$ cat src/design/cgw_pkg.sv
// Constants, register layout and types of the clock gear and warm-up unit.
// Assumes a single 250 MHz system clock and a 32-bit APB register port.
package cgw_pkg;

    // Register byte offsets from the unit base
    localparam logic [11:0] CGW_OFS_SYS      = 12'h000;
    localparam logic [11:0] CGW_OFS_OSC      = 12'h004;
    localparam logic [11:0] CGW_OFS_LOW_POWER_SELECT     = 12'h008;
    localparam logic [11:0] CGW_OFS_PLL      = 12'h00c;
    localparam logic [11:0] CGW_OFS_CKSEL    = 12'h010;
    localparam logic [11:0] CGW_OFS_IRQ_STAT = 12'h014;
    localparam logic [11:0] CGW_OFS_IRQ_EN   = 12'h018;
    localparam logic [11:0] CGW_OFS_IRQ_CLR  = 12'h01c;

    // Writable bit masks; all other bits except the busy status bit read as zero
    localparam logic [31:0] CGW_SYS_MASK   = 32'h0003_1707;
    localparam logic [31:0] CGW_OSC_MASK   = 32'h0000_337c;
    localparam logic [31:0] CGW_LOW_POWER_SELECT_MASK  = 32'h0003_0307;
    localparam logic [31:0] CGW_PLL_MASK   = 32'h0000_0001;
    localparam logic [31:0] CGW_CKSEL_MASK = 32'h0000_0002;

    // Reset values
    localparam logic [31:0] CGW_SYS_RST   = 32'h0001_0000;
    localparam logic [31:0] CGW_OSC_RST   = 32'h0000_0310;
    localparam logic [31:0] CGW_LOW_POWER_SELECT_RST  = 32'h0000_0103;
    localparam logic [31:0] CGW_PLL_RST   = 32'h0000_0000;
    localparam logic [31:0] CGW_CKSEL_RST = 32'h0000_0000;

    // System control fields
    localparam int CGW_GEAR_LSB  = 0;
    localparam int CGW_PRESCALER_RATIO_LSB  = 8;
    localparam int CGW_PERIPH_SOURCE_SELECT_BIT = 12;
    localparam int CGW_COSEL_LSB = 16;
    // Oscillation control fields
    localparam int CGW_START_BIT = 0;
    localparam int CGW_BUSY_BIT  = 1;
    localparam int CGW_PLL_RUN_BIT = 2;
    localparam int CGW_WSEL_BIT  = 3;
    localparam int CGW_WARMUP_TIME_LSB  = 4;
    localparam int CGW_XEN_BIT   = 8;
    localparam int CGW_XTEN_BIT  = 9;
    // Standby control fields
    localparam int CGW_LOW_POWER_SELECT_LSB  = 0;
    localparam int CGW_RXEN_BIT  = 8;
    localparam int CGW_RXTEN_BIT = 9;
    localparam int CGW_DRVE_BIT  = 16;
    // Single-bit selections
    localparam int CGW_PLL_USE_BIT = 0;
    localparam int CGW_SYSCLK_SOURCE_BIT  = 1;

    // Field codes
    localparam logic [2:0] CGW_GEAR_DIV1 = 3'h0;
    localparam logic [2:0] CGW_GEAR_DIV2 = 3'h4;
    localparam logic [2:0] CGW_GEAR_DIV4 = 3'h5;
    localparam logic [2:0] CGW_GEAR_DIV8 = 3'h6;
    localparam logic [2:0] CGW_PRESCALER_RATIO_MAX  = 3'h5;
    localparam logic [2:0] CGW_WARMUP_TIME_NONE = 3'h0;
    localparam logic [2:0] CGW_LP_STOP   = 3'h1;
    localparam logic [2:0] CGW_LP_SLEEP  = 3'h2;
    localparam logic [2:0] CGW_LP_IDLE   = 3'h3;
    localparam logic [1:0] CGW_CO_LOW    = 2'h0;
    localparam logic [1:0] CGW_CO_HALF   = 2'h1;
    localparam logic [1:0] CGW_CO_SYS    = 2'h2;
    localparam logic [1:0] CGW_CO_TBASE  = 2'h3;
    localparam logic [2:0] CGW_SHIFT_1   = 3'h1;

    // Counter widths and warm-up exponent of code 001
    localparam int CGW_DIV_W     = 6;
    localparam int CGW_WUP_W     = 17;
    localparam int CGW_WUP_EXP1  = 10;
    localparam int CGW_IRQ_W     = 2;
    localparam int CGW_IRQ_WUP   = 0;
    localparam int CGW_IRQ_WAKE  = 1;

    // Power states, Gray coded along normal-idle-sleep-stop
    typedef enum logic [1:0] {
        CGW_PM_NORMAL = 2'b00,
        CGW_PM_IDLE   = 2'b01,
        CGW_PM_SLEEP  = 2'b11,
        CGW_PM_STOP   = 2'b10
    } cgw_pm_type;

    // Oscillator and clock-tree controls driven out of the unit
    typedef struct packed {
        logic high_osc_en;
        logic low_osc_en;
        logic pll_run;
        logic pll_use;
        logic sysclk_source;
    } cgw_clk_cfg_type;

endpackage : cgw_pkg

$ cat src/design/cgw_ctrl.sv
// Clock gear, prescaler, clock output, power mode and warm-up control unit.
// Assumes oscillator edges arrive as one-cycle ticks synchronous to clk_i.
// Operation
// [RL1] Five control registers decoded at 0x00 to 0x10, word spaced
// [RL2] Normal mode plus three low-power modes entered by transitions
// [RL3] Clock output picks low-speed, half system, system or timer base
// [RL4] Peripheral clock from geared clock, or undivided high-speed clock
// [RL5] Prescaler divides peripheral clock by 1 to 32; 110, 111 reserved
// [RL6] Gear gives high-speed clock divided by 1, 2, 4 or 8
// [RL7] Warm-up code 000 none; 001 to 111 give 2^10 to 2^16 periods
// [RL8] Warm-up source bit: 0 high-speed, 1 low-speed oscillator
// [RL9] Warm-up timer counts ticks of the selected oscillator
// [RL10] PLL run bit stops the PLL at 0, runs it at 1
// [RL11] PLL stopped after reset; software sets run bit first
// [RL12] Busy status bit reads 1 during warm-up, 0 when done
// [RL13] Busy status readable by software at any time
// [RL14] Writing 1 to start bit starts warm-up; writing 0 does nothing
// [RL15] Start loads count, sets busy; expiry clears it; 000 at once
// [RL16] Reserved bits read zero and ignore writes
// [RL17] PLL use bit selects PLL clock at 1, oscillator at 0; resets 0
// [RL18] Low-power code 001 stop, 010 sleep, 011 idle; others reserved
// [RL19] System clock bit: 0 high-speed, 1 low-speed; oscillators enabled
`timescale 1ns/1ps
module cgw_ctrl
    import cgw_pkg::*;
#(
    parameter int WUP_EXP1 = CGW_WUP_EXP1
)(
    input  wire logic       clk_i,
    input  wire logic       nrst_i,
    input  wire logic       psel_i,
    input  wire logic       penable_i,
    input  wire logic       pwrite_i,
    input  wire logic [11:0] paddr_i,
    input  wire logic [31:0] pwdata_i,
    output logic [31:0]     prdata_o,
    output logic            pready_o,
    output logic            pslverr_o,
    input  wire logic       high_osc_tick_i,
    input  wire logic       low_osc_tick_i,
    input  wire logic       sleep_req_i,
    input  wire logic       wake_i,
    output cgw_clk_cfg_type clk_cfg_o,
    output logic            gear_tick_o,
    output logic            periph_tick_o,
    output logic            presc_tick_o,
    output logic            clock_output_pin_o,
    output cgw_pm_type      power_mode_o,
    output logic            stop_pins_active_o,
    output logic            warmup_busy_o,
    output logic            irq_o
);
    logic [31:0]          sys_ff;
    logic [31:0]          osc_ff;
    logic [31:0]          low_power_select_ff;
    logic [31:0]          pll_ff;
    logic [31:0]          cksel_ff;
    logic [CGW_IRQ_W-1:0] stat_ff;
    logic [CGW_IRQ_W-1:0] irq_en_ff;
    logic [31:0]          rdata_ff;
    logic [CGW_WUP_W-1:0] wup_cnt_ff;
    logic                 busy_ff;
    logic                 pin_ff;
    cgw_pm_type           pm_ff;
    cgw_pm_type           nxt_pm;
    logic                 acc;
    logic                 setup;
    logic                 hit;
    logic                 wr;
    logic [31:0]          rd_mux;
    logic [2:0]           gear_code;
    logic [2:0]           gear_shift;
    logic [2:0]           prescaler_ratio_code;
    logic [2:0]           prescaler_ratio_shift;
    logic [2:0]           warmup_time;
    logic                 periph_src;
    logic                 sys_tick;
    logic                 half_sys_tick;
    logic                 wup_tick;
    logic                 start;
    logic                 wup_done;
    logic                 wake_ev;
    logic                 out_tick;
    logic [1:0]           cosel;
    logic [CGW_IRQ_W-1:0] irq_set;

    // APB phases and address decode
    assign setup = psel_i && !penable_i;
    assign acc   = psel_i && penable_i;
    always_comb begin
        if (paddr_i == CGW_OFS_SYS) begin          // RL1
            hit = 1'b1;
        end else if (paddr_i == CGW_OFS_OSC) begin
            hit = 1'b1;
        end else if (paddr_i == CGW_OFS_LOW_POWER_SELECT) begin
            hit = 1'b1;
        end else if (paddr_i == CGW_OFS_PLL) begin
            hit = 1'b1;
        end else if (paddr_i == CGW_OFS_CKSEL) begin
            hit = 1'b1;
        end else if (paddr_i == CGW_OFS_IRQ_STAT) begin
            hit = 1'b1;
        end else if (paddr_i == CGW_OFS_IRQ_EN) begin
            hit = 1'b1;
        end else if (paddr_i == CGW_OFS_IRQ_CLR) begin
            hit = 1'b1;
        end else begin
            hit = 1'b0;
        end
    end
    assign wr        = acc && pwrite_i && hit;
    assign pready_o  = 1'b1;                        // Zero wait states
    assign pslverr_o = acc && !hit;

    // Read mux; reserved and write-only bits read zero
    always_comb begin
        if (paddr_i == CGW_OFS_SYS) begin
            rd_mux = sys_ff;                        // RL16
        end else if (paddr_i == CGW_OFS_OSC) begin
            rd_mux = osc_ff;                        // RL13
            rd_mux[CGW_BUSY_BIT] = busy_ff;         // RL12
        end else if (paddr_i == CGW_OFS_LOW_POWER_SELECT) begin
            rd_mux = low_power_select_ff;
        end else if (paddr_i == CGW_OFS_PLL) begin
            rd_mux = pll_ff;
        end else if (paddr_i == CGW_OFS_CKSEL) begin
            rd_mux = cksel_ff;
        end else if (paddr_i == CGW_OFS_IRQ_STAT) begin
            rd_mux = {{(32-CGW_IRQ_W){1'b0}}, stat_ff};
        end else if (paddr_i == CGW_OFS_IRQ_EN) begin
            rd_mux = {{(32-CGW_IRQ_W){1'b0}}, irq_en_ff};
        end else begin
            rd_mux = '0;
        end
    end

    // Read data captured in the setup phase, valid in the access phase
    always_ff @(posedge clk_i or negedge nrst_i) begin
        if (!nrst_i) begin
            rdata_ff <= '0;
        end else if (setup) begin
            rdata_ff <= rd_mux;
        end
    end
    assign prdata_o = rdata_ff;

    // System control register
    always_ff @(posedge clk_i or negedge nrst_i) begin
        if (!nrst_i) begin
            sys_ff <= CGW_SYS_RST;
        end else if (wr && paddr_i == CGW_OFS_SYS) begin
            sys_ff <= pwdata_i & CGW_SYS_MASK;      // RL16
        end
    end

    // Oscillation control; stop exit restores oscillators from standby bits
    always_ff @(posedge clk_i or negedge nrst_i) begin
        if (!nrst_i) begin
            osc_ff <= CGW_OSC_RST;                  // RL11
        end else if (wr && paddr_i == CGW_OFS_OSC) begin
            osc_ff <= pwdata_i & CGW_OSC_MASK;      // RL16
        end else if (pm_ff == CGW_PM_STOP && nxt_pm == CGW_PM_NORMAL) begin
            osc_ff[CGW_XEN_BIT]  <= low_power_select_ff[CGW_RXEN_BIT];
            osc_ff[CGW_XTEN_BIT] <= low_power_select_ff[CGW_RXTEN_BIT];
        end
    end

    // Standby, PLL use and system clock select registers
    always_ff @(posedge clk_i or negedge nrst_i) begin
        if (!nrst_i) begin
            low_power_select_ff  <= CGW_LOW_POWER_SELECT_RST;
            pll_ff   <= CGW_PLL_RST;                // RL17
            cksel_ff <= CGW_CKSEL_RST;
        end else if (wr) begin
            if (paddr_i == CGW_OFS_LOW_POWER_SELECT) begin
                low_power_select_ff <= pwdata_i & CGW_LOW_POWER_SELECT_MASK;
            end
            if (paddr_i == CGW_OFS_PLL) begin
                pll_ff <= pwdata_i & CGW_PLL_MASK;
            end
            if (paddr_i == CGW_OFS_CKSEL) begin
                cksel_ff <= pwdata_i & CGW_CKSEL_MASK; // RL19
            end
        end
    end

    // Gear code to divider shift; reserved codes stay undivided
    assign gear_code = sys_ff[CGW_GEAR_LSB +: 3];
    always_comb begin
        case (gear_code)                            // RL6
            CGW_GEAR_DIV2: gear_shift = 3'h1;
            CGW_GEAR_DIV4: gear_shift = 3'h2;
            CGW_GEAR_DIV8: gear_shift = 3'h3;
            default:       gear_shift = 3'h0;
        endcase
    end

    // Prescaler code is the shift itself; reserved codes give /1
    assign prescaler_ratio_code  = sys_ff[CGW_PRESCALER_RATIO_LSB +: 3];
    assign prescaler_ratio_shift = (prescaler_ratio_code > CGW_PRESCALER_RATIO_MAX) ? 3'h0 : prescaler_ratio_code; // RL5
    assign periph_src = sys_ff[CGW_PERIPH_SOURCE_SELECT_BIT];

    // Geared clock from the high-speed oscillator
    cgw_tick_div u_gear_div (
        .clk_i   (clk_i),
        .nrst_i  (nrst_i),
        .tick_i  (high_osc_tick_i),
        .shift_i (gear_shift),
        .tick_o  (gear_tick_o)
    );

    // Peripheral clock source select
    assign periph_tick_o = periph_src ? high_osc_tick_i : gear_tick_o; // RL4

    // Prescaler clock, also the timer base clock
    cgw_tick_div u_presc_div (
        .clk_i   (clk_i),
        .nrst_i  (nrst_i),
        .tick_i  (periph_tick_o),
        .shift_i (prescaler_ratio_shift),
        .tick_o  (presc_tick_o)
    );

    // System clock and its half rate
    assign sys_tick = cksel_ff[CGW_SYSCLK_SOURCE_BIT] ? low_osc_tick_i
                                              : gear_tick_o; // RL19
    cgw_tick_div u_half_div (
        .clk_i   (clk_i),
        .nrst_i  (nrst_i),
        .tick_i  (sys_tick),
        .shift_i (CGW_SHIFT_1),
        .tick_o  (half_sys_tick)
    );

    // Clock output pin toggles on each tick of the selected clock
    assign cosel = sys_ff[CGW_COSEL_LSB +: 2];
    always_comb begin
        case (cosel)                                // RL3
            CGW_CO_LOW:  out_tick = low_osc_tick_i;
            CGW_CO_HALF: out_tick = half_sys_tick;
            CGW_CO_SYS:  out_tick = sys_tick;
            default:     out_tick = presc_tick_o;
        endcase
    end
    always_ff @(posedge clk_i or negedge nrst_i) begin
        if (!nrst_i) begin
            pin_ff <= 1'b0;
        end else if (out_tick) begin
            pin_ff <= !pin_ff;                      // RL3
        end
    end
    assign clock_output_pin_o = pin_ff;

    // Warm-up timer
    assign warmup_time     = osc_ff[CGW_WARMUP_TIME_LSB +: 3];
    assign start    = wr && paddr_i == CGW_OFS_OSC
                      && pwdata_i[CGW_START_BIT];   // RL14
    assign wup_tick = osc_ff[CGW_WSEL_BIT] ? low_osc_tick_i
                                           : high_osc_tick_i; // RL8
    assign wup_done = (busy_ff && !start && wup_tick
                       && wup_cnt_ff == CGW_WUP_W'(1))
                      || (start && pwdata_i[CGW_WARMUP_TIME_LSB +: 3]
                          == CGW_WARMUP_TIME_NONE);
    always_ff @(posedge clk_i or negedge nrst_i) begin
        if (!nrst_i) begin
            busy_ff    <= 1'b0;
            wup_cnt_ff <= '0;
        end else if (start) begin
            // Count taken from the value written in the same access
            busy_ff    <= pwdata_i[CGW_WARMUP_TIME_LSB +: 3] != CGW_WARMUP_TIME_NONE; // RL7
            wup_cnt_ff <= CGW_WUP_W'(1) << (WUP_EXP1 - 1
                          + int'(pwdata_i[CGW_WARMUP_TIME_LSB +: 3])); // RL15
        end else if (busy_ff && wup_tick) begin
            wup_cnt_ff <= wup_cnt_ff - CGW_WUP_W'(1);  // RL9
            if (wup_cnt_ff == CGW_WUP_W'(1)) begin
                busy_ff <= 1'b0;                    // RL15
            end
        end
    end
    assign warmup_busy_o = busy_ff;

    // Power mode transitions
    always_comb begin
        nxt_pm = pm_ff;
        case (pm_ff)
            CGW_PM_NORMAL: begin
                if (sleep_req_i) begin
                    case (low_power_select_ff[CGW_LOW_POWER_SELECT_LSB +: 3]) // RL18
                        CGW_LP_STOP:  nxt_pm = CGW_PM_STOP;
                        CGW_LP_SLEEP: nxt_pm = CGW_PM_SLEEP;
                        CGW_LP_IDLE:  nxt_pm = CGW_PM_IDLE;
                        default:      nxt_pm = CGW_PM_NORMAL;
                    endcase
                end
            end
            default: begin
                if (wake_i) begin
                    nxt_pm = CGW_PM_NORMAL;         // RL2
                end
            end
        endcase
    end
    always_ff @(posedge clk_i or negedge nrst_i) begin
        if (!nrst_i) begin
            pm_ff <= CGW_PM_NORMAL;
        end else begin
            pm_ff <= nxt_pm;                        // RL2
        end
    end
    assign power_mode_o       = pm_ff;
    assign wake_ev            = pm_ff != CGW_PM_NORMAL && wake_i;
    assign stop_pins_active_o = pm_ff == CGW_PM_STOP
                                && low_power_select_ff[CGW_DRVE_BIT];

    // Clock-tree controls; stop mode halts oscillators and PLL
    always_comb begin
        clk_cfg_o.high_osc_en   = osc_ff[CGW_XEN_BIT] && pm_ff != CGW_PM_STOP;
        clk_cfg_o.low_osc_en    = osc_ff[CGW_XTEN_BIT] && pm_ff != CGW_PM_STOP;
        clk_cfg_o.pll_run       = osc_ff[CGW_PLL_RUN_BIT]
                                  && pm_ff != CGW_PM_STOP; // RL10
        clk_cfg_o.pll_use       = pll_ff[CGW_PLL_USE_BIT]; // RL17
        clk_cfg_o.sysclk_source = cksel_ff[CGW_SYSCLK_SOURCE_BIT];
    end

    // Interrupt status; a new event wins over a same-cycle clear
    assign irq_set = {wake_ev, wup_done};
    always_ff @(posedge clk_i or negedge nrst_i) begin
        if (!nrst_i) begin
            stat_ff   <= '0;
            irq_en_ff <= '0;
        end else begin
            if (wr && paddr_i == CGW_OFS_IRQ_CLR) begin
                stat_ff <= (stat_ff & ~pwdata_i[CGW_IRQ_W-1:0]) | irq_set;
            end else begin
                stat_ff <= stat_ff | irq_set;
            end
            if (wr && paddr_i == CGW_OFS_IRQ_EN) begin
                irq_en_ff <= pwdata_i[CGW_IRQ_W-1:0];
            end
        end
    end
    assign irq_o = |(stat_ff & irq_en_ff);
endmodule : cgw_ctrl

$ cat src/design/cgw_tick_div.sv
// Power-of-two divider of a clock tick stream.
// Assumes tick_i is a one-cycle pulse per source clock edge and shift_i <= 5.
`timescale 1ns/1ps
module cgw_tick_div
    import cgw_pkg::*;
(
    input  wire logic       clk_i,
    input  wire logic       nrst_i,
    input  wire logic       tick_i,
    input  wire logic [2:0] shift_i,
    output logic            tick_o
);
    logic [CGW_DIV_W-1:0] cnt_ff;
    logic [CGW_DIV_W-1:0] last;

    // Terminal count for the chosen ratio
    assign last = (CGW_DIV_W'(1) << shift_i) - CGW_DIV_W'(1);

    // Count input ticks, wrap at terminal count
    always_ff @(posedge clk_i or negedge nrst_i) begin
        if (!nrst_i) begin
            cnt_ff <= '0;
        end else if (tick_i) begin
            cnt_ff <= (cnt_ff >= last) ? '0 : cnt_ff + CGW_DIV_W'(1);
        end
    end

    // One output tick per 2^shift input ticks
    assign tick_o = tick_i && (cnt_ff >= last);

endmodule : cgw_tick_div

$ cat config.mk
export PLATFORM = sky130hd
export DESIGN_NAME = cgw_ctrl
export DESIGN_NICKNAME = d
export VERILOG_FILES = /design/src/design/cgw_pkg.sv /design/src/design/cgw_ctrl.sv /design/src/design/cgw_tick_div.sv
export SDC_FILE = /design/constraint.sdc
export NUM_CORES = 1
export LEC_CHECK = 0
export BUFFER_PORTS_ARGS = -buffer_cell sky130_fd_sc_hd__buf_2
export CAP_MARGIN = 20
export CORE_ASPECT_RATIO = 0.7
export CORE_MARGIN = 2
export CORE_UTILIZATION = 39
export CTS_CLUSTER_SIZE = 8
export DETAILED_ROUTE_END_ITERATION = 8
export HOLD_SLACK_MARGIN = 0.08
export PLACE_DENSITY_LB_ADDON = 0.15
export SLEW_MARGIN = 10
export SYNTH_ARGS = -nofsm -noshare
export SYNTH_HDL_FRONTEND = slang
export SYNTH_SLANG_ARGS = --single-unit
$ cat constraint.sdc
create_clock -name clk_i -period 6.73 [get_ports clk_i]
set_clock_uncertainty 0.05 [all_clocks]
set_input_delay 0.673 -clock clk_i [delete_from_list [all_inputs] [get_ports clk_i]]
set_output_delay 0.673 -clock clk_i [all_outputs]
set_load 0.005 [all_outputs]
After elaboration in Yosys (flattened, before gate mapping)
Cells that the tools add are included.
{"block": "word_totals", "register_bits": 102, "latchBits": 0, "ram_bits": 0, "romBits": 0, "input_bits": 53, "wordCells": 133, "mem_count": 0}
{"block": "op_classes", "n_addsub": 7, "n_mul": 0, "n_div": 0, "n_lt_le_gt_ge": 4, "eq_ne": 18, "shift": 3, "mux": 36, "n_bitwise": 5, "reduce_logical": 44}
{"cell": "$mux W18", "n": 3}
{"cell": "$eq A12 B5 Y1 const B", "n": 4}
{"cell": "$mux W17", "n": 2}
{"cell": "$eq A12 B4 Y1 const B", "n": 2}
{"cell": "$logic_and A1 B1 Y1", "n": 24}
{"cell": "$mux W2", "n": 10}
{"cell": "$add A6 B1 Y6 const B", "n": 3}
{"cell": "$mux W6", "n": 3}
{"cell": "$eq A17 B1 Y1 const B", "n": 1}
{"cell": "$shl A1 B5 Y17 const A", "n": 1}
{"cell": "$sub A17 B1 Y17 const B", "n": 1}
{"cell": "$mux W1", "n": 14}
{"cell": "$eq A12 B3 Y1 const B", "n": 1}
{"cell": "$ge A6 B6 Y1", "n": 2}
{"cell": "$logic_not A12 Y1", "n": 1}
{"cell": "$pmux W2 S3", "n": 2}
{"cell": "$sub A6 B2 Y6 const B", "n": 2}
{"cell": "$eq A3 B3 Y1 const B", "n": 3}
{"cell": "$reduce_and A2 Y1", "n": 4}
{"cell": "$reduce_bool A2 Y1", "n": 4}
{"cell": "$eq A3 B2 Y1 const B", "n": 2}
{"cell": "$ge A6 B1 Y1 const B", "n": 1}
{"cell": "$logic_not A2 Y1", "n": 3}
{"cell": "$shl A1 B2 Y6 const A", "n": 1}
{"cell": "other kinds (17)", "n": 23}

Longest topological paths before layout
Gate-level depths: netlist of the first run.
{"block": "logic_depth", "word_depth": 19, "depth_mapped": 11}

By module
A second synthesis of the first run with hierarchy kept.
{"block": "hier_totals", "hier_cells": 510, "hier_area_um2": 5183.7}
{"module": "cgw_ctrl", "instances": 1, "cells_each": 354, "area_per_inst_um2": 3633.5}
{"module": "cgw_tick_div", "instances": 3, "cells_each": 52, "area_per_inst_um2": 516.7}

Worst setup path after synthesis of the first run
Ideal clock, no wire load.
{"block": "synth_timing", "path_kind": "register -> output", "startpoint": "register sys_ff[9]", "endpoint": "output presc_tick_o", "arrival_time_ns": 2.353, "t_required_ns": 6.007, "slack_ns": 3.654, "path_stages_with_launch": 9, "path_cell_list": "dfrtp_1 or3b_2 ha_1 xor2_1 ha_1 o21a_1 nor2_1 o31ai_1 and2_1"}
{"block": "synth_via", "elab_chain_len": 6}
{"item": "from (decl)", "line": "cgw_ctrl.sv:53", "source": "logic [31:0] sys_ff;"}
{"item": "from (signal assigned)", "line": "cgw_ctrl.sv:152", "source": "sys_ff <= pwdata_i & CGW_SYS_MASK;"}
{"item": "$gt A3 B3 Y1", "line": "cgw_ctrl.sv:200", "source": "assign prescaler_ratio_shift = (prescaler_ratio_code > CGW_PRESCALER_RATIO_MAX) ? 3'h0 : prescaler_ratio_code;"}
{"item": "$mux W3 (*)", "line": "cgw_ctrl.sv:200"}
{"item": "$shl A1 B3 Y6 (*)", "line": "cgw_tick_div.sv:17", "source": "assign last = (CGW_DIV_W'(1) << shift_i) - CGW_DIV_W'(1);"}
{"item": "$sub A6 B2 Y6 (*)", "line": "cgw_tick_div.sv:17"}
{"item": "$ge A6 B6 Y1 (*)", "line": "cgw_tick_div.sv:29", "source": "assign tick_o = tick_i && (cnt_ff >= last);"}
{"item": "$logic_and A1 B1 Y1 (*)", "line": "cgw_tick_div.sv:29"}
{"item": "to (decl)", "line": "cgw_ctrl.sv:46", "source": "output logic presc_tick_o,"}
Mark *: on every way between the ends. The rest lies on a longest branch, timed or not.

Worst setup path in the final report of the first run
Same ends and word-level chain as after synthesis.

==> flow_metrics.env, run 1 <==
export IMPL_antenna_found_initial=0
export IMPL_async_flop_share_pct=100
export IMPL_hold_class="input port to async pin"
export IMPL_die_x_microns=134
export IMPL_fin_ws_ps=2850
export IMPL_synthTopCellsByArea="dfrtp_1, mux2_2, ha_1"
export IMPL_placed_cells=670
export IMPL_first_pass_iters=4
export IMPL_initial_core_util_pct=39.8
export IMPL_overflow=0
export IMPL_grt_max_degree=62
export IMPL_ys_seq_area_share_pct=45.5
export IMPL_total_power_mw=1.31
export IMPL_synth_area_sq_um=4630
export IMPL_nets=596
export IMPL_cts_buffer_depth=2
export IMPL_grt_first_pass_wirelength_mm=17.3
export IMPL_grt_pass1_vias=3408
export IMPL_post_drt_wl_per_cell_microns=15.2
export IMPL_crit_type="register to primary output"
export IMPL_path_max_fanout=8
export IMPL_synth_edf_count=0
export IMPL_multi_input_area_sq_um=2310
export IMPL_max_stage_delay_ps=740
export IMPL_ys_warn_count=0
export IMPL_post_cts_buffers=0
export IMPL_fin_cells=686
export IMPL_cts_htree_levels=3
export IMPL_path_common_cell="ha_1"
export IMPL_cp_required_ps=6010
export IMPL_ys_types=59
export IMPL_numCtsBuffers=9
export IMPL_track_usage_pct=17.4
export IMPL_routabilityCongestion=0.793
export IMPL_hold_worst_slack_ps=173
export IMPL_synth_top_cell_by_area="dfrtp_1"
export IMPL_cp_cell_sequence="or3b_2 > ha_1 > xor2_1 > ha_1 > o21a_1 > nor2_1 > o31ai_1 > and2_1 > buf_2"
export IMPL_cts_num_sinks=84
export IMPL_layout_drive_gt1_share_pct=23.6
export IMPL_end_kind="primary output"
export IMPL_fillers=1140
export IMPL_post_route_min_period_ps=3880
export IMPL_cts_hold_buf=0
export IMPL_ant_nets=0
export IMPL_ys_ff_latch=84
export IMPL_rsz0062_at_grt="false"
export IMPL_place_area_sq_um=5020
export IMPL_clock_root_buffer="clkbuf_16"
export IMPL_syn_inst=463
export IMPL_die_area_sq_um=12800
export IMPL_io_buffer_count=63
export IMPL_yosysTopAreaCellShare_pct=41.6
export IMPL_dpl_worst_slack_ps=3220
export IMPL_cap_violations=0
export IMPL_powerDensity_nw_per_um2=246
export IMPL_period_share_pct=57.7
export IMPL_tightestPinTransition_ps=1050
export IMPL_diodes=0
export IMPL_cp_arrival_ps=3160
export IMPL_p_leak_nw=2.53
export IMPL_pin_count=101
export IMPL_tns_ps=0
export IMPL_setup_viol=0
export IMPL_rows=33
export IMPL_vias=3563
export IMPL_regArea_sq_um=2110
export IMPL_stdcell_area_sq_um=5340
export IMPL_ctsResizeCount=0
export IMPL_drt_total_wl_mm=10.4
export IMPL_place_hpwl_mm=7.58
export IMPL_syn_to_final_growth_pct=15.2
export IMPL_syn_avg_cell_area_sq_um=10.0
export IMPL_yosys_most_used_dff="dfrtp_1"
export IMPL_drt_initial_drc_count=200
export IMPL_clk_latency_ps=330
export IMPL_critPathLaunchType="register"
export IMPL_drv_slew=0
export IMPL_drc=0
export IMPL_fin_util_pct=45.9
export IMPL_worst_slew_margin_rel_pct=29.4
export IMPL_run_status="complete, no violations"
export IMPL_slowest_stage="o31ai_1"
export IMPL_path_clk_slew_ps=60
export IMPL_vias_per_cell=5.19
export IMPL_vdd_ir_drop_max_mv=0.0977
export IMPL_finalHoldViolCount=0
export IMPL_die_h_microns=95.2
export IMPL_fmax_mhz=258
export IMPL_coreArea_sq_um=11600
export IMPL_cts_tree="built"
-- state kept, by name, indices dropped and copies added (netlist names), 2 cells and up --
name	flops
osc_ff	9
stat_ff	2
wup_cnt_ff	17
irq_en_ff	2
prdata_o	14
u_half_div.cnt_ff	6
low_power_select_ff	7
sys_ff	9
u_presc_div.cnt_ff	6
u_gear_div.cnt_ff	6
power_mode_o	2
-- per-layer routing --
layer  track usage, %  wire (microns)  vias to the layer above  share of wire [%]
met5                0               0                        -                  0
met4             4.74              93                        0               0.89
met3             3.83             378                        7                3.6
met2             25.6            4420                       88                 42
met1             25.9            5520                     1743                 53
li1                 -               -                     1725                  -
-- logic make-up (layout without fill, tap and decap cells) --
kind of cell / Yosys count / after routing / synth area share (%)
buffers and inverters: 53 / 100 / 6.18
multiplexers: 35 / 35 / 8.26
adder cells (fa/ha/maj): 19 / 19 / 5.13
AND/OR/NAND/NOR: 158 / 158 / 18.5
flip-flops: 84 / 84 / 45.5
other: 2 / 21 / 0.162
AO/OA/AOI/OAI: 92 / 92 / 12.4
XOR/XNOR: 20 / 20 / 3.78
-- where the power goes --
group	total (mW)	leakage (nW)	internal (mW)	switching (mW)
clock network	0.530	0.153	0.335	0.195
registers	0.571	1.11	0.536	0.0351
logic	0.210	1.26	0.0832	0.126
total	1.31	2.53	0.954	0.357
-- path summary, 6_finish.rpt --
path,slack (ps),depth (start not counted),from,to
worst min-delay path,170,1,nrst_i,pll_ff[0]
max in group asynchronous,5360,2,nrst_i,u_presc_div.cnt_ff[4]
min in group clk_i,430,2,prdata_o[17],prdata_o[17]
worst max-delay path,2850,9,sys_ff[9],presc_tick_o
worst max register to register,3500,10,sys_ff[9],clock_output_pin_o
worst min register to register,430,2,prdata_o[17],prdata_o[17]
-- cell usage in the layout (no fill, tap or decap), types with 4 or more instances in the layout --
master,Yosys,routed
nor2_1,34,34
dfstp_2,7,7
nor3_1,12,12
nor4_1,7,7
inv_1,19,19
nand2_1,31,31
xnor2_1,14,14
nand2b_1,8,8
ha_1,19,19
clkbuf_16,0,9
o41ai_1,4,4
dfrtp_1,77,77
buf_2,4,62
nand3_1,20,20
a22o_1,7,7
nor2b_1,10,10
conb_1,2,21
xor2_1,6,6
mux2_2,26,26
a21oi_1,16,16
mux2i_1,9,9
and2_1,8,8
o21ai_0,36,36
o31ai_1,5,5
-- cell type report --
type                            instances  share of cell area (%)
Timing Repair Buffer                   65                    6.23
Clock buffer                           12                    4.62
Tap cell                              157                    3.68
Sequential cell                        84                    39.5
Multi-Input combinational cell        345                    43.2
Inverter                               19                    1.34
Clock inverter                          4                    1.36
-- worst max-delay path, delay by kind of cell, from the launching register on --
kind                       cells  cell delay [ps]
DFF                            1              460
buffers and inverters          1              100
AOI/OAI and AO/OA              2              850
adders and majority gates      2              490
and+or+nand+nor                3              760
xor gates and xnor gates       1              160
-- cell usage after synthesis (3+ instances only) --
| cell | n |
|---|---|
| nand3_1 | 20 |
| clkbuf_1 | 9 |
| and2_1 | 8 |
| a21oi_1 | 16 |
| nor4_1 | 7 |
| nand3b_1 | 3 |
| buf_2 | 4 |
| dfstp_2 | 7 |
| o21ai_0 | 36 |
| xnor2_1 | 14 |
| nor2_1 | 34 |
| inv_1 | 19 |
| o21a_1 | 3 |
| a21o_1 | 3 |
| and3_1 | 3 |
| nand2b_1 | 8 |
| mux2i_1 | 9 |
| o31ai_1 | 5 |
| nor2b_1 | 10 |
| dfrtp_1 | 77 |
| xor2_1 | 6 |
| a31oi_1 | 3 |
| buf_4 | 20 |
| o41ai_1 | 4 |
| ha_1 | 19 |
| nor3_1 | 12 |
| mux2_2 | 26 |
| a22o_1 | 7 |
| nand2_1 | 31 |
(Power assumes the default switching activity.)
==> inputs of run 2 (changes only) <==
--- a/config.mk
+++ b/config.mk
@@ -5,6 +5,7 @@
 export SDC_FILE = /design/constraint.sdc
 export NUM_CORES = 1
 export LEC_CHECK = 0
+export ABC_AREA = 1
 export BUFFER_PORTS_ARGS = -buffer_cell sky130_fd_sc_hd__buf_2
 export CAP_MARGIN = 20
 export CORE_ASPECT_RATIO = 0.7
==> constraint.sdc (replaced) <==
create_clock -name clk_i -period 3.26 [get_ports clk_i]
set_clock_uncertainty 0.05 [all_clocks]
set_input_delay 0.326 -clock clk_i [delete_from_list [all_inputs] [get_ports clk_i]]
set_output_delay 0.326 -clock clk_i [all_outputs]
set_load 0.005 [all_outputs]
==> run 2 against run 1 <==
  * Utilization fell by 0.93 points
  * Clock power is 75% higher
  * Power rose by 130%
  * Critical path type unchanged
  * Critical endpoint unchanged
  * Largest cell class unchanged
  * Largest power group unchanged
  * Highest routed layer unchanged
==> flow_metrics.env, run 2 <==
export IMPL_run_status="complete, no violations"
export IMPL_die_area_sq_um=14100
export IMPL_clk_latency_ps=340
export IMPL_track_usage_pct=19.2
export IMPL_period_share_pct=90.2
export IMPL_powerDensity_nw_per_um2=506
export IMPL_p_leak_nw=3.11
export IMPL_layout_drive_gt1_share_pct=14.8
export IMPL_ant_nets=0
export IMPL_path_clk_slew_ps=60
export IMPL_ys_ff_latch=84
export IMPL_setup_worst_path_start="sys_ff[9]"
export IMPL_grt_max_degree=67
export IMPL_syn_inst=688
export IMPL_synthTopCellsByArea="dfrtp_1, nand2_1, inv_1"
export IMPL_drt_initial_drc_count=286
export IMPL_yosys_most_used_dff="dfrtp_1"
export IMPL_place_hpwl_mm=9.91
export IMPL_cts_tree="built"
export IMPL_ctsResizeCount=0
export IMPL_rsz0062_at_grt="false"
export IMPL_tightestPinTransition_ps=868
export IMPL_coreArea_sq_um=13000
export IMPL_routabilityCongestion=0.845
export IMPL_layout_commonest_cell="nand2_1"
export IMPL_cap_violations=0
export IMPL_numCtsBuffers=9
export IMPL_regMostFlops="wup_cnt_ff"
export IMPL_overflow=0
export IMPL_io_buffer_count=63
export IMPL_slowest_stage="dfrtp_1"
export IMPL_cts_buffer_depth=2
export IMPL_path_max_fanout=6
export IMPL_drc=0
export IMPL_total_power_mw=2.96
export IMPL_synth_most_common_cell="nand2_1"
export IMPL_crit_type="register to primary output"
export IMPL_antenna_found_initial=0
export IMPL_finalHoldViolCount=0
export IMPL_cp_cell_sequence="nor2_1 > nor2_1 > o21ai_0 > ha_1 > ha_1 > inv_1 > nor2_1 > o211ai_1 > nand3_1 > nand2_1 > inv_1 > buf_2"
export IMPL_die_x_microns=141
export IMPL_critPathLaunchType="register"
export IMPL_max_stage_delay_ps=440
export IMPL_vdd_ir_drop_max_mv=0.250
export IMPL_ys_seq_area_share_pct=41.0
export IMPL_first_pass_iters=5
export IMPL_vias=4603
export IMPL_initial_core_util_pct=39.6
export IMPL_syn_to_final_growth_pct=13.5
export IMPL_synthTopCellsByCount="nand2_1, inv_1, nor2_1"
export IMPL_syn_avg_cell_area_sq_um=7.48
export IMPL_synth_edf_count=0
export IMPL_async_flop_share_pct=100
export IMPL_layout_common_cells="nand2_1, inv_1, nor2_1, dfrtp_1, buf_2"
export IMPL_largest_reg_flops=17
export IMPL_cts_hold_buf=0
export IMPL_fmax_mhz=340
export IMPL_synth_top_cell_by_area="dfrtp_1"
export IMPL_path_common_cell="nor2_1"
export IMPL_cp_required_ps=2880
export IMPL_die_h_microns=100
export IMPL_rows=35
export IMPL_vias_per_cell=4.96
export IMPL_reg2reg_from="sys_ff[2]"
export IMPL_ys_types=42
export IMPL_cts_htree_levels=3
export IMPL_cp_top_family="simple AND/OR/NAND/NOR gates"
export IMPL_hold_class="input port to async pin"
export IMPL_end_kind="primary output"
export IMPL_pin_count=101
export IMPL_diodes=0
export IMPL_drt_total_wl_mm=13.0
export IMPL_nets=829
export IMPL_ys_warn_count=0
export IMPL_cp_arrival_ps=2560
export IMPL_synth_area_sq_um=5150
export IMPL_grt_pass1_vias=4386
export IMPL_cts_num_sinks=84
export IMPL_post_cts_buffers=0
export IMPL_drv_slew=0
export IMPL_grt_first_pass_wirelength_mm=21.6
export IMPL_crit_buf_inv=3
export IMPL_worst_slew_margin_rel_pct=42.1
export IMPL_post_route_min_period_ps=2940
export IMPL_setup_viol=0
export IMPL_post_drt_wl_per_cell_microns=14.0
export IMPL_tns_ps=0
export IMPL_yosysTopAreaCellShare_pct=37.4
export IMPL_r2r_slack_ps=780
export IMPL_clock_root_buffer="clkbuf_16"
==> run 2: changes by cell type in the layout (fill, tap and decap cells not counted), moves of 15 or more <==
cell,before,now
inv_1,19,99
mux2_2,26,0
nand2_1,31,163
nand3_1,20,50
nand4_1,2,17
nor2_1,34,82
==> run 2: path summary, 6_finish.rpt <==
| check | to | depth (start not counted) |
|---|---|---|
| min reg2reg | low_power_select_ff[17] | 2 |
| max reg2reg | u_presc_div.cnt_ff[1] | 12 |
| min | u_gear_div.cnt_ff[5] | 1 |
| max | presc_tick_o | 12 |
| max in group asynchronous | stat_ff[0] | 2 |
| min in group clk_i | power_mode_o[0] | 2 |
==> run 2: power breakdown <==
part / total, mW / internal, mW / switching (mW) / leakage (nW)
Clock: 0.928 / 0.516 / 0.412 / 0.127
Combinational: 0.735 / 0.279 / 0.456 / 1.91
Sequential: 1.30 / 1.18 / 0.120 / 1.08
==> run 2: cells by family after synthesis <==
| family | after synthesis | share of synthesized area, % |
|---|---|---|
| other cells | 2 | 0.146 |
| flops | 84 | 41.0 |
| simple gates | 359 | 32.1 |
| buf+inv | 129 | 11.2 |
| compound gates | 85 | 9.19 |
| fa+ha+maj | 19 | 4.62 |
| xor+xnor | 10 | 1.70 |
==> run 2: worst reg2reg max path: cells and delay by family, from the launching register on <==
kind	cells	cell delay, ps
flops	1	410
compound gates	3	580
buf+inv	2	280
simple gates	6	750
fa+ha+maj	1	300
==> run 2: area by class of cell <==
| class | count | area [sq um] |
|---|---|---|
| clock buffer | 12 | 236 |
| multi-input combinational | 494 | 2530 |
| inverter | 100 | 375 |
| tap | 166 | 208 |
| fill | 1310 | 7160 |
| timing repair buffer | 68 | 355 |
| sequential | 84 | 2110 |
| clock inverter | 4 | 26.3 |
==> run 2: stage by stage <==
step	worst slack (ps)	cell area, sq um	cells	hold WS, ps	utilization [%]
6_report	320	5840	928	43.9	44.9
3_5_place_dp	682	5580	912	423	42.9
5_1_grt	96.4	5840	928	133	44.9
2_1_floorplan	1050	5220	707	-19.6	-
4_1_cts	297	5840	928	80.5	44.9
3_3_place_gp	770	5580	912	413	42.9
==> run 2: routing by layer <==
layer  wire [microns]  vias to the layer above  global-route usage (%)
li1                 -                     2313                       -
met3              674                       13                    3.53
met4              129                        0                    4.62
met2             5600                      118                    29.7
met1             6560                     2159                    28.1
met5                0                        -                       0
